### config.mk
export PLATFORM = sky130hd
export DESIGN_NAME = swire_port
export DESIGN_NICKNAME = d
export VERILOG_FILES = /design/src/verilog/swire_pkg.sv /design/src/verilog/swire_rx_if.sv /design/src/verilog/swire_rx.sv /design/src/verilog/swire_port.sv
export SDC_FILE = /design/constraint.sdc
export NUM_CORES = 1
export LEC_CHECK = 0
export BUFFER_PORTS_ARGS = -buffer_cell sky130_fd_sc_hd__clkbuf_2
export CAP_MARGIN = 30
export CORE_MARGIN = 2
export CORE_UTILIZATION = 62
export CTS_CLUSTER_SIZE = 24
export DETAILED_ROUTE_END_ITERATION = 8
export GPL_ROUTABILITY_DRIVEN = 0
export PLACE_DENSITY_LB_ADDON = 0.15
export SYNTH_ARGS = -nofsm -noshare
export SYNTH_HDL_FRONTEND = slang
export SYNTH_HIERARCHICAL = 1
export SYNTH_SLANG_ARGS = --single-unit
### constraint.sdc
create_clock -name CORE_CLK_IN -period 4.6 [get_ports CORE_CLK_IN]
set_input_delay 0.92 -clock CORE_CLK_IN [delete_from_list [all_inputs] [get_ports CORE_CLK_IN]]
set_output_delay 0.92 -clock CORE_CLK_IN [all_outputs]
set_load 0.1 [all_outputs]
### src/verilog/swire_pkg.sv
package swire_pkg;

	// ----------------------------------------
	// Clock and time conversion
	// ----------------------------------------
	localparam int CLK_PERIOD_NS = 25;
	// Least time, rounded up, at least one cycle
	function automatic int ns_up(int ns);
		int c;
		c = (ns + CLK_PERIOD_NS - 1) / CLK_PERIOD_NS;
		return (c < 1) ? 1 : c;
	endfunction
	// Longest time, rounded down, at least one cycle
	function automatic int ns_dn(int ns);
		int c;
		c = ns / CLK_PERIOD_NS;
		return (c < 1) ? 1 : c;
	endfunction

	// ----------------------------------------
	// Wire timing
	// ----------------------------------------
	localparam int T_START_NS = 5;
	localparam int START_CYC = ns_up(T_START_NS);
	localparam int T_BREAK_US = 190;
	localparam int BREAK_CYC = ns_up(T_BREAK_US * 1000);
	localparam int T_HW1_MAX_US = 50;
	localparam int T_HW0_MIN_US = 92;
	localparam int SPLIT_CYC = ns_dn((T_HW1_MAX_US + T_HW0_MIN_US) * 500);
	localparam int T_RESP_MIN_US = 190;
	localparam int T_RESP_MAX_US = 320;
	localparam int T_RESP_US = 200;
	localparam int RESP_MIN_CYC = ns_up(T_RESP_MIN_US * 1000);
	localparam int RESP_MAX_CYC = ns_dn(T_RESP_MAX_US * 1000);
	localparam int RESP_CYC = ns_up(T_RESP_US * 1000);
	localparam int T_DW1_US = 40;
	localparam int T_DW0_US = 112;
	localparam int T_DWIN_US = 220;
	localparam int TX_ONE_CYC = ns_up(T_DW1_US * 1000);
	localparam int TX_ZERO_CYC = ns_up(T_DW0_US * 1000);
	localparam int TX_WIN_CYC = ns_up(T_DWIN_US * 1000);

	// ----------------------------------------
	// Flash timing and memory size
	// ----------------------------------------
	localparam int T_PROG_SETUP_US = 60;
	localparam int T_PROG_BYTE_US = 30;
	localparam int T_PROG_MAX_US = 1020;
	localparam int PROG_SETUP_CYC = ns_dn(T_PROG_SETUP_US * 1000);
	localparam int PROG_BYTE_CYC = ns_dn(T_PROG_BYTE_US * 1000);
	localparam int PROG_MAX_CYC = ns_dn(T_PROG_MAX_US * 1000);
	localparam int MEM_AW = 5;
	localparam int MEM_BYTES = 32;
	localparam int TMR_W = 16;
	localparam int CNT_NUM = 5;

	// ----------------------------------------
	// Wire address map, fields and reset values
	// ----------------------------------------
	localparam logic [6:0] ADDR_FLASH = 7'h20;
	localparam logic [6:0] ADDR_CMD = 7'h40;
	localparam logic [6:0] ADDR_CNT_CLR = 7'h41;
	localparam logic [6:0] ADDR_GPIO = 7'h42;
	localparam logic [6:0] ADDR_STATUS = 7'h43;
	localparam int RW_BIT = 7;
	localparam int GPIO_LVL_BIT = 0;
	localparam int GPIO_DIR_BIT = 1;
	localparam logic [1:0] GPIO_RST = 2'h0;
	localparam logic [7:0] CMD_SLEEP = 8'h01;
	localparam logic [7:0] CMD_HWRESET = 8'h02;
	localparam logic [7:0] CMD_PROG = 8'h03;
	localparam logic [7:0] CMD_RECALL = 8'h04;

endpackage

### src/verilog/swire_rx_if.sv
// ----------------------------------------
// Receive events from line sampler to core
// ----------------------------------------
interface swire_rx_if;
	logic bit_stb; // One cycle, a data bit ended
	logic bit_val; // Value of that bit
	logic brk_stb; // One cycle, a break ended
	logic edge_stb; // One cycle, any line transition
	modport phy (output bit_stb, bit_val, brk_stb, edge_stb);
	modport core (input bit_stb, bit_val, brk_stb, edge_stb);
endinterface

### src/verilog/swire_rx.sv
module swire_rx #(
	parameter int BREAK_CYC = swire_pkg::BREAK_CYC,
	parameter int SPLIT_CYC = swire_pkg::SPLIT_CYC
) (
	input wire logic clk_in,
	input wire logic rst_in,
	input wire logic line_in,
	swire_rx_if.phy rx
);

	// ----------------------------------------
	// Synchroniser and low time counter
	// ----------------------------------------
	logic sync1_ff; // First stage, read only by second
	logic sync2_ff; // Safe line level
	logic prev_ff; // Level one cycle before
	logic [swire_pkg::TMR_W-1:0] low_cnt_ff; // Cycles spent low
	logic rise; // Line just released

	assign rise = sync2_ff && !prev_ff;

	// Two flops, then history
	always_ff @(posedge clk_in) begin
		if (rst_in) begin
			sync1_ff <= 1'b1;
			sync2_ff <= 1'b1;
			prev_ff <= 1'b1;
		end else begin
			sync1_ff <= line_in;
			sync2_ff <= sync1_ff;
			prev_ff <= sync2_ff;
		end
	end

	// Every sampled low cycle counts, so no pulse is too short
	always_ff @(posedge clk_in) begin
		if (rst_in) begin
			low_cnt_ff <= '0;
		end else if (!sync2_ff) begin
			if (low_cnt_ff != '1) begin
				low_cnt_ff <= low_cnt_ff + 1'b1;
			end
		end else begin
			low_cnt_ff <= '0;
		end
	end

	// ----------------------------------------
	// Classify each low pulse on release
	// ----------------------------------------
	always_ff @(posedge clk_in) begin
		if (rst_in) begin
			rx.bit_stb <= 1'b0;
			rx.bit_val <= 1'b0;
			rx.brk_stb <= 1'b0;
			rx.edge_stb <= 1'b0;
		end else begin
			// Short low is one, long low zero, longest a break
			rx.bit_stb <= rise && (low_cnt_ff < swire_pkg::TMR_W'(BREAK_CYC));
			rx.bit_val <= low_cnt_ff < swire_pkg::TMR_W'(SPLIT_CYC);
			rx.brk_stb <= rise && (low_cnt_ff >= swire_pkg::TMR_W'(BREAK_CYC));
			rx.edge_stb <= sync2_ff != prev_ff;
		end
	end
endmodule

### src/verilog/swire_port.sv
module swire_port #(
	parameter int BREAK_CYC = swire_pkg::BREAK_CYC,
	parameter int SPLIT_CYC = swire_pkg::SPLIT_CYC,
	parameter int RESP_CYC = swire_pkg::RESP_CYC,
	parameter int TX_ONE_CYC = swire_pkg::TX_ONE_CYC,
	parameter int TX_ZERO_CYC = swire_pkg::TX_ZERO_CYC,
	parameter int TX_WIN_CYC = swire_pkg::TX_WIN_CYC,
	parameter int PROG_SETUP_CYC = swire_pkg::PROG_SETUP_CYC,
	parameter int PROG_BYTE_CYC = swire_pkg::PROG_BYTE_CYC
) (
	input wire logic CORE_CLK_IN,
	input wire logic SRST_IN,
	input wire logic LINE_IN,
	output logic LINE_OUT,
	output logic LINE_OE_OUT,
	input wire logic GPIO_IN,
	output logic GPIO_OUT,
	output logic GPIO_OE_OUT,
	output logic SLEEP_OUT,
	output logic [swire_pkg::CNT_NUM-1:0] COUNTER_CLEAR_OUT,
	input wire logic [swire_pkg::CNT_NUM-1:0] COUNTER_CLEAR_DONE_IN
);

	// ----------------------------------------
	// Types and state
	// ----------------------------------------
	typedef enum {ST_IDLE, ST_ADDR, ST_DATA, ST_WAIT, ST_SEND} link_st_t;
	typedef enum {OP_IDLE, OP_PROG, OP_RECALL} flash_op_t;
	localparam int TW = swire_pkg::TMR_W;
	localparam int AW = swire_pkg::MEM_AW;

	link_st_t state_ff; // Link sequence
	flash_op_t op_ff; // Flash engine operation
	logic [7:0] shift_ff; // Incoming byte, LSB first
	logic [2:0] bit_cnt_ff; // Bit index in byte
	logic [6:0] addr_ff; // Address of current access
	logic [TW-1:0] tmr_ff; // Reply delay and bit window timer
	logic [7:0] tx_byte_ff; // Outgoing byte, shifts right
	logic [7:0] ram [swire_pkg::MEM_BYTES]; // Working RAM
	logic [7:0] flash [swire_pkg::MEM_BYTES]; // Non-volatile copy
	logic [TW-1:0] ftmr_ff; // Flash step timer
	logic [AW-1:0] fidx_ff; // Flash byte index
	logic setup_ff; // Flash setup phase
	logic [1:0] gpio_ff; // GPIO level and direction
	logic gpio_s1_ff; // Pin sync, first stage
	logic gpio_s2_ff; // Pin sync, safe level
	logic line_lvl_ff; // Driven level, always low
	logic [7:0] nxt_byte; // Byte with newest bit
	logic [7:0] rd_data; // Reply data for addr_ff
	logic wr_now; // Write completes this cycle
	logic cmd_ok; // Command accepted
	logic hwrst; // Hardware reset command
	logic [1:0] gpio_wr; // Direction and level written
	logic busy; // Flash engine active

	swire_rx_if rx ();

	// Line sampler and pulse classifier
	swire_rx #(
		.BREAK_CYC(BREAK_CYC),
		.SPLIT_CYC(SPLIT_CYC)
	) u_rx (
		.clk_in(CORE_CLK_IN),
		.rst_in(SRST_IN),
		.line_in(LINE_IN),
		.rx(rx)
	);

	// Low time for one outgoing bit
	function automatic logic [TW-1:0] low_len(logic b);
		return b ? TW'(TX_ONE_CYC) : TW'(TX_ZERO_CYC);
	endfunction

	// Write strobe for one address
	function automatic logic wr_hit(logic [6:0] a);
		return wr_now && (addr_ff == a);
	endfunction

	// ----------------------------------------
	// Decode
	// ----------------------------------------
	assign nxt_byte = {rx.bit_val, shift_ff[7:1]};
	assign wr_now = (state_ff == ST_DATA) && rx.bit_stb && (bit_cnt_ff == 3'h7);
	assign busy = op_ff != OP_IDLE;
	// Commands are writes to a mapped address
	assign cmd_ok = wr_hit(swire_pkg::ADDR_CMD) && !busy;
	assign hwrst = cmd_ok && (nxt_byte == swire_pkg::CMD_HWRESET);
	assign gpio_wr = {nxt_byte[swire_pkg::GPIO_DIR_BIT], nxt_byte[swire_pkg::GPIO_LVL_BIT]};
	assign LINE_OUT = line_lvl_ff;
	assign GPIO_OUT = gpio_ff[swire_pkg::GPIO_LVL_BIT];
	assign GPIO_OE_OUT = gpio_ff[swire_pkg::GPIO_DIR_BIT];

	// Read mux, unmapped reads as zero
	always_comb begin
		rd_data = 8'h00;
		if (addr_ff < swire_pkg::ADDR_FLASH) begin
			rd_data = ram[addr_ff[AW-1:0]];
		end else if (addr_ff < swire_pkg::ADDR_CMD) begin
			rd_data = flash[addr_ff[AW-1:0]];
		end else if (addr_ff == swire_pkg::ADDR_CNT_CLR) begin
			rd_data = 8'(COUNTER_CLEAR_OUT);
		end else if (addr_ff == swire_pkg::ADDR_GPIO) begin
			rd_data = {5'h00, gpio_s2_ff, gpio_ff};
		end else if (addr_ff == swire_pkg::ADDR_STATUS) begin
			rd_data = {6'h00, SLEEP_OUT, busy};
		end
	end

	// ----------------------------------------
	// Link sequencer
	// ----------------------------------------
	always_ff @(posedge CORE_CLK_IN) begin
		if (SRST_IN) begin
			state_ff <= ST_IDLE;
			shift_ff <= 8'h00;
			bit_cnt_ff <= 3'h0;
			addr_ff <= 7'h00;
			tmr_ff <= '0;
			tx_byte_ff <= 8'h00;
		end else if (rx.brk_stb && state_ff != ST_SEND) begin
			// A break outside a reply restarts the frame
			state_ff <= ST_ADDR;
			bit_cnt_ff <= 3'h0;
		end else begin
			unique case (state_ff)
				ST_IDLE: begin
					state_ff <= ST_IDLE;
				end
				ST_ADDR: if (rx.bit_stb) begin
					shift_ff <= nxt_byte;
					bit_cnt_ff <= bit_cnt_ff + 3'h1;
					if (bit_cnt_ff == 3'h7) begin
						addr_ff <= nxt_byte[6:0];
						tmr_ff <= '0;
						state_ff <= nxt_byte[swire_pkg::RW_BIT] ? ST_DATA : ST_WAIT;
					end
				end
				ST_DATA: if (rx.bit_stb) begin
					shift_ff <= nxt_byte;
					bit_cnt_ff <= bit_cnt_ff + 3'h1;
					if (bit_cnt_ff == 3'h7) begin
						state_ff <= ST_ADDR;
					end
				end
				// Hold off the reply for the response time
				ST_WAIT: begin
					tmr_ff <= tmr_ff + 1'b1;
					if (tmr_ff == TW'(RESP_CYC - 1)) begin
						tmr_ff <= '0;
						bit_cnt_ff <= 3'h0;
						tx_byte_ff <= rd_data;
						state_ff <= ST_SEND;
					end
				end
				// One bit window per bit, LSB first
				ST_SEND: begin
					tmr_ff <= tmr_ff + 1'b1;
					if (tmr_ff == TW'(TX_WIN_CYC - 1)) begin
						tmr_ff <= '0;
						tx_byte_ff <= {1'b0, tx_byte_ff[7:1]};
						bit_cnt_ff <= bit_cnt_ff + 3'h1;
						if (bit_cnt_ff == 3'h7) begin
							state_ff <= ST_ADDR;
						end
					end
				end
			endcase
		end
	end

	// Pull the wire low for the bit's low time
	always_ff @(posedge CORE_CLK_IN) begin
		if (SRST_IN) begin
			LINE_OE_OUT <= 1'b0;
			line_lvl_ff <= 1'b0;
		end else begin
			LINE_OE_OUT <= (state_ff == ST_SEND) && (tmr_ff < low_len(tx_byte_ff[0]));
			line_lvl_ff <= 1'b0;
		end
	end

	// ----------------------------------------
	// Control registers
	// ----------------------------------------
	// Sleep on command, wake on any edge; set wins
	always_ff @(posedge CORE_CLK_IN) begin
		if (SRST_IN) begin
			SLEEP_OUT <= 1'b0;
		end else if (cmd_ok && nxt_byte == swire_pkg::CMD_SLEEP) begin
			SLEEP_OUT <= 1'b1;
		end else if (rx.edge_stb) begin
			SLEEP_OUT <= 1'b0;
		end
	end

	// Clear bits stay until counter reports done; set wins
	always_ff @(posedge CORE_CLK_IN) begin
		if (SRST_IN) begin
			COUNTER_CLEAR_OUT <= '0;
		end else if (hwrst) begin
			COUNTER_CLEAR_OUT <= '1;
		end else begin
			COUNTER_CLEAR_OUT <= (COUNTER_CLEAR_OUT & ~COUNTER_CLEAR_DONE_IN)
				| (wr_hit(swire_pkg::ADDR_CNT_CLR) ? nxt_byte[swire_pkg::CNT_NUM-1:0] : '0);
		end
	end

	// GPIO direction and level from the wire; pin read back synced
	always_ff @(posedge CORE_CLK_IN) begin
		if (SRST_IN) begin
			gpio_ff <= swire_pkg::GPIO_RST;
			gpio_s1_ff <= 1'b0;
			gpio_s2_ff <= 1'b0;
		end else begin
			gpio_s1_ff <= GPIO_IN;
			gpio_s2_ff <= gpio_s1_ff;
			if (hwrst) begin
				gpio_ff <= swire_pkg::GPIO_RST;
			end else if (wr_hit(swire_pkg::ADDR_GPIO)) begin
				gpio_ff <= gpio_wr;
			end
		end
	end

	// ----------------------------------------
	// Flash engine
	// ----------------------------------------
	// Setup time, then one byte per byte time
	always_ff @(posedge CORE_CLK_IN) begin
		if (SRST_IN) begin
			op_ff <= OP_IDLE;
			ftmr_ff <= '0;
			fidx_ff <= '0;
			setup_ff <= 1'b0;
		end else begin
			unique case (op_ff)
				OP_IDLE: begin
					fidx_ff <= '0;
					if (cmd_ok && nxt_byte == swire_pkg::CMD_PROG) begin
						op_ff <= OP_PROG;
						setup_ff <= 1'b1;
						ftmr_ff <= TW'(PROG_SETUP_CYC - 1);
					end else if (cmd_ok && nxt_byte == swire_pkg::CMD_RECALL) begin
						op_ff <= OP_RECALL;
					end
				end
				OP_PROG: if (ftmr_ff != '0) begin
					ftmr_ff <= ftmr_ff - 1'b1;
				end else begin
					ftmr_ff <= TW'(PROG_BYTE_CYC - 1);
					setup_ff <= 1'b0;
					if (!setup_ff) begin
						fidx_ff <= fidx_ff + 1'b1;
						if (fidx_ff == AW'(swire_pkg::MEM_BYTES - 1)) begin
							op_ff <= OP_IDLE;
						end
					end
				end
				OP_RECALL: begin
					fidx_ff <= fidx_ff + 1'b1;
					if (fidx_ff == AW'(swire_pkg::MEM_BYTES - 1)) begin
						op_ff <= OP_IDLE;
					end
				end
			endcase
		end
	end

	// Flash array, written at the end of each byte time
	always_ff @(posedge CORE_CLK_IN) begin
		if (op_ff == OP_PROG && !setup_ff && ftmr_ff == '0) begin
			flash[fidx_ff] <= ram[fidx_ff];
		end
	end

	// RAM: host writes while idle, recall copies flash
	always_ff @(posedge CORE_CLK_IN) begin
		if (op_ff == OP_RECALL) begin
			ram[fidx_ff] <= flash[fidx_ff];
		end else if (wr_now && !busy && addr_ff < swire_pkg::ADDR_FLASH) begin
			ram[addr_ff[AW-1:0]] <= nxt_byte;
		end
	end

	// ----------------------------------------
	// Checks
	// ----------------------------------------
	logic [TW-1:0] resp_cnt_ff; // Cycles from request end to reply
	logic [TW-1:0] oe_len_ff; // Cycles of current low drive
	logic [TW-1:0] prog_cnt_ff; // Cycles of current program

	// Helper counters for timing checks
	always_ff @(posedge CORE_CLK_IN) begin
		if (SRST_IN) begin
			resp_cnt_ff <= '0;
			oe_len_ff <= '0;
			prog_cnt_ff <= '0;
		end else begin
			resp_cnt_ff <= (state_ff == ST_WAIT || (state_ff == ST_SEND && bit_cnt_ff == 3'h0
				&& !LINE_OE_OUT)) ? resp_cnt_ff + 1'b1 : '0;
			oe_len_ff <= LINE_OE_OUT ? oe_len_ff + 1'b1 : '0;
			prog_cnt_ff <= (op_ff == OP_PROG) ? prog_cnt_ff + 1'b1 : '0;
		end
	end
endmodule

* Yosys cells after proc, flatten, opt, wreduce, memory -nomap -nowiden *
Memories as Yosys holds them, arrays and structs flattened. A register that Yosys moved wholly into a read port is not among the register bits.
Cells that the tools add are included.

storage, ports and cells
  register bits after elaboration = 162
  bits in writable memories = 512
  bits of input ports = 9
  output and inout port bits = 10
  word-level logic and storage cells = 194
  memories kept = 2

memories
  memory  depth  width  read ports  clocked after memory_dff  write ports  RTL line          RTL
  flash   32     8      2           2                         1            swire_port.sv:40  logic [7:0] flash [swire_pkg::MEM_BYTES];
  ram     32     8      2           2                         1            swire_port.sv:39  logic [7:0] ram [swire_pkg::MEM_BYTES];

operators by class
  add/subtract/negate cells = 5
  order comparisons = 6
  eq/ne operators = 40
  muxes and demuxes = 64
  bitwise gates (word level) = 4
  reductions and logical operators = 48

operators with widths
  kind                                                                     number
  32-bit 2-to-1 mux                                                        11
  32-bit case mux with 5 select lines                                      1
  32-bit by 2-bit == test with 1-bit output, second input constant         4
  32-bit by 3-bit == test with 1-bit output, second input constant         3
  16-bit 2-to-1 mux                                                        6
  32-bit case mux with 3 select lines                                      1
  5-bit 2-to-1 mux                                                         14
  32-bit by 1-bit == test with 1-bit output, second input constant         2
  32-bit logical NOT                                                       2
  16-bit case mux with 3 select lines                                      1
  8-bit 2-to-1 mux                                                         5
  16-bit by 1-bit adder with 16-bit output, second input constant          2
  32-bit by 4-bit == test with 1-bit output, second input constant         1
  32-bit by 4-bit != test with 1-bit output, second input constant         1
  16-bit case mux with 2 select lines                                      1
  32-bit nonzero test                                                      1
  7-bit == test, second input constant                                     4
  1-bit logical AND                                                        19
  16-bit by 13-bit == test with 1-bit output, second input constant        1
  16-bit by 14-bit == test with 1-bit output, second input constant        1
  8-bit by 2-bit == test with 1-bit output, second input constant          2
  16-bit by 13-bit >= comparator with 1-bit output, second input constant  1
  16-bit logical NOT                                                       1
  16-bit by 12-bit < comparator with 1-bit output, second input constant   1
  other kinds (39)                                                         81

* Depth between registers and ports, before layout *
  word-level depth = 10
  depth in mapped cells = 10
  gate-level depth less buffers = 8

* Hierarchy *
The synthesis kept the hierarchy.

by module, submodules not included
  module      instances  cells each  area an instance (µm²)
  swire_port  1          1678        28372.2
  swire_rx    1          123         1098.6

* Worst setup path before layout *
OpenSTA, ideal clock, no wires.

  path kind = reg2reg
  start = reg (tool-made name)
  end = mem ram[0][0] (data pin)
  library setup time = 0.454 ns
  arrival time = 3.022 ns
  data required time = 4.146 ns
  slack = 1.124 ns
  stages on the path, launching flop included = 7
  buffers on the path = 2
  clock period less this slack = 3.476 ns
  path through = dfxtp_1 -> clkbuf_1 -> buf_1 -> mux4_2 -> mux4_2 -> mux2i_1 -> o21ai_0

RTL lines
  element        RTL line
  end, declared  swire_port.sv:39

* Worst setup path after layout *
  start = reg ftmr_ff[8]
  end = mem flash[12][7], enable pin

on the way
  word-level cells in the longest chain between the ends = 4

ends and longest elaborated chain
  element                                 RTL line           RTL
  start, declared                         swire_port.sv:41   logic [TW-1:0] ftmr_ff;
  start signal, assigned                  swire_port.sv:242  ftmr_ff <= TW'(PROG_SETUP_CYC - 1);
  start signal, assigned                  swire_port.sv:248  ftmr_ff <= ftmr_ff - 1'b1;
  start signal, assigned                  swire_port.sv:250  ftmr_ff <= TW'(PROG_BYTE_CYC - 1);
  16-bit logical NOT                      swire_port.sv:271  if (op_ff == OP_PROG && !setup_ff && ftmr_ff == '0) begin
  1-bit logical AND                       swire_port.sv:271
  1-bit 2-to-1 mux                        swire_port.sv:271
  1-bit 2-to-1 mux (not written as such)  swire_port.sv:272  flash[fidx_ff] <= ram[fidx_ff];
  end, declared                           swire_port.sv:40

Every way passes these cells.

==> run_results.csv <==
group,metric,value,unit
synth,async_flop_share,0,%
cts,ctsHoldBuffers,0,
floorplanning,dieArea,0.04929,mm²
layout,layout.nets,1874,
synth,synth_area_leaders,"edfxtp_1 (52%), mux4_2 (22%), dfxtp_1 (7.6%), mux2i_1 (1.8%), nor2_1 (1.4%)",
floorplanning,ios,19,
synth,synth_mux_area_share,24.77,%
cts,clockRootBuffer,"clkbuf_16",
global_routing,antenna_found_initial,0,
critical_path,crit_path_start,"ftmr_ff[8]",
global_routing,use_met3,5.725,%
synth,yosysTopAreaCell,"edfxtp_1",
critical_path,max_stage_delay,700,ps
job,maxCapViolations,0,
critical_path,cp-endpoint,"flash[12][7]",
critical_path,ff2ff_path_depth,6,
floorplanning,rows,79,
route,vias,18240,
cts,cts_tree,"yes",
synth,synthAdderAreaFrac,0.8491,%
route,via_per_inst,7.311,
synth,syn_area,0.02947,mm²
route,drtIter0Drc,2454,
power,p_leak,0.009941,µW
layout,multi_input_area,0.01133,mm²
cts,clock_sinks,624,
critical_path,regToRegSetupSlack,550,ps
timing,rsz0062_at_grt,"no",
critical_path,critical_path_class,"reg2reg",
timing,setup_slack,546.8,ps
synth,ys_types,82,
global_routing,grt_pass1_wl,117300,µm
cts,cts_max_level,2,
global_routing,grt_pass1_vias,17970,
synth,synth_top_family_by_area,"multiplexers",
synth,yosys_warnings,6,
global_routing,met1_usage,46.09,%
timing,relSlewSlack,30.91,%
cts,clk_latency,630,ps
timing,finalHoldViolations,0,
cts,cts_buffer_depth,3,
synth,synth_edf_count,512,
timing,max_freq,246.7,MHz
global_routing,grt_max_degree,55,
critical_path,timing.rr.end,"flash[12][7]",
cts,cts_setup_buffers,0,
placement,dp_hpwl,51900,µm
critical_path,worstPathCellList,"or4_4 -> or3_1 -> or3_1 -> nor3b_1 -> nand2_1 -> nor2_1",
timing,period_needed,4053,ps
synth,synth_cells,1801,
layout,antennaDiodeCount,0,
layout,n_fill_cell,2969,
placement,place_ws,671.1,ps
status,status,"finished, final reports clean",
synth,yosysSeqAreaShare,59.78,%
cts,cts_buffers,60,
synth,ys_seq_elements,624,
synth,synth_xor_area_share,0.4458,%
global_routing,grtUsageTotal,32.54,%
cts,clk_pin_slew_worst_paths,70,ps
route,wl_per_cell,31.42,µm
route,drc_errors,0,
critical_path,r2r-start,"ftmr_ff[8]",
timing,period_share,88.11,%
critical_path,path_max_fanout,12,
timing,finalMaxSlewViolations,0,
timing,fin_setup_tns,0,ps
cts,cts_resized,0,
layout,areaGrowthSynthToFinish,10.38,%
power,vdd_drop_max,0.3340,mV
critical_path,cp.arrival,4290,ps
route,drt_wl_total,78390,µm
layout,register_area,0.01764,mm²
critical_path,cp-end-kind,"register",
floorplanning,die_h,222.0,µm
hold_path,hold_class,"reg2reg",
route,postRouteAntennaNets,0,
critical_path,required,4840,ps
timing,worst_pin_slew,1032,ps
global_routing,top_usage_layer,"met2",
synth,syn-num-nets,1830,
synth,syn_avg_cell_area,16.36,µm²
critical_path,startpoint_type,"register",
timing,skew,32.10,ps
synth,yosys.area_share.simple,7.311,%
floorplanning,start_util,63.03,%
synth,synth_top_flop_cell,"edfxtp_1",
power,power_density,353.8,mW/mm²
floorplanning,dieWidth,222.0,µm
timing,setup_viol,0,
route,drt_pass1_iterations,5,
synth,synth_compound_gate_area_share,4.908,%
critical_path,path_common_cell,"or3_1",
placement,io_buffers,17,
floorplanning,core,0.04675,mm²
global_routing,use_met2,50.84,%
synth,synth_top_area_share,52.17,%
critical_path,cp_slowest_cell,"nor2_1",
global_routing,grt-ovfl-total,0,
layout,drive_gt1_share,28.65,%
## cells by family (layout without fill, tap and decap cells)
| family | Yosys count | in the layout |
|---|---|---|
| buffers and inverters | 137 | 224 |
| adders and majority gates | 20 | 20 |
| other | 1 | 1 |
| xor gates and xnor gates | 15 | 15 |
| DFF | 624 | 624 |
| and+or+nand+nor | 423 | 423 |
| muxes | 361 | 361 |
| AOI/OAI and AO/OA | 220 | 220 |
## state kept, by name, summed over array words and instances (netlist names), 2 cells and up, named ones only
register / cells
ftmr_ff: 16
ram: 256
flash: 256
gpio_ff: 2
addr_ff: 7
op_ff: 2
u_rx/low_cnt_ff: 16
state_ff: 3
COUNTER_CLEAR_OUT: 5
shift_ff: 7
tx_byte_ff: 8
fidx_ff: 5
tmr_ff: 16
bit_cnt_ff: 3
## metal layers
layer	vias up	wire length [µm]
li1	7513	-
met1	9344	30130
met5	-	0
met3	211	7777
met2	1172	36900
met4	0	3583
## power breakdown
part	switching [µW]	total [µW]	leakage (µW)	internal [µW]
clock	2110	4940	0.000963	2840
sequential	18.2	6160	0.00551	6140
combinational	260	409	0.00347	149
## cells in the mapped netlist, types with 6 or more instances
cell type	number
clkbuf_1	60
ha_1	20
nor3_1	47
o31ai_1	9
a21o_1	8
nand2b_1	13
a21oi_1	62
a311oi_1	6
a22oi_1	17
mux4_2	293
nor4_1	7
o21ai_0	33
nand2_1	88
nand4_1	11
buf_1	22
or3_1	13
inv_1	22
and3_1	10
nand3b_1	7
a211oi_1	14
or2_2	6
dfxtp_1	112
mux2i_1	52
nor2b_1	20
nor3b_1	13
buf_2	27
nor2_1	109
edfxtp_1	512
nand3_1	47
a31oi_1	24
xor2_1	11
mux2_2	16
## worst max-delay path, delay by kind of cell, from the launching register on
family	cells	cell delay, ps
and+or+nand+nor	6	3270
DFF	1	380
## placed cells by master (no fill, tap or decap), types with 6 or more instances in the layout
cell type	n
nand3_1	47
o21ai_0	25
mux4_2	293
dfxtp_1	105
mux2i_1	52
clkbuf_1	6
clkbuf_2	17
nor2_1	109
nor4_1	7
buf_12	6
edfxtp_1	512
ha_1	20
nand2b_1	13
nand2_1	88
inv_1	22
xor2_1	11
mux2_2	16
nand3b_1	7
nand4_1	11
nor3_1	46
a21o_1	8
a22oi_1	17
a311oi_1	6
a211oi_1	14
and3_1	10
clkinv_1	9
buf_4	70
a31oi_1	24
a21oi_1	62
clkinv_2	11
clkbuf_16	63
or2_2	6
or3_1	13
o31ai_1	9
nor3b_1	12
o21ai_2	9
nor2b_1	20
## how the worst min path moves through the flow
stage	cells past startpoint	endpoint	slack, ps	start
floorplan	1	u_rx/sync2_ff	390	u_rx/sync1_ff
global placement	1	u_rx/sync2_ff	410	u_rx/sync1_ff
detailed placement	1	u_rx/sync2_ff	410	u_rx/sync1_ff
CTS	1	gpio_s2_ff	450	gpio_s1_ff
global route	1	gpio_s2_ff	470	gpio_s1_ff
finish	1	u_rx/sync2_ff	450	u_rx/sync1_ff
## layout make-up
class / count / share of cell area [%]
tap: 607 / 2.335
multi-input combinational: 1040 / 34.82
sequential: 624 / 54.22
timing repair buffer: 95 / 2.327
inverter: 24 / 0.2769
clock inverter: 31 / 0.9001
clock buffer: 74 / 5.127
## metrics by stage
| stage | util, % | total power (µW) | hold WS [ps] | area (µm²) | cells |
|---|---|---|---|---|---|
| global route | 69.57 | 11770 | 474.8 | 32530 | 2495 |
| detailed placement | 65.38 | 6689 | 409.7 | 30570 | 2390 |
| floorplan | - | 6524 | 389.5 | 29470 | 1801 |
| finish | 69.57 | 11510 | 446.0 | 32530 | 2495 |
| CTS | 69.57 | 11550 | 451.1 | 32530 | 2495 |
| global placement | 65.29 | 6682 | 405.7 | 30530 | 2386 |
(Power assumes the default switching activity.)
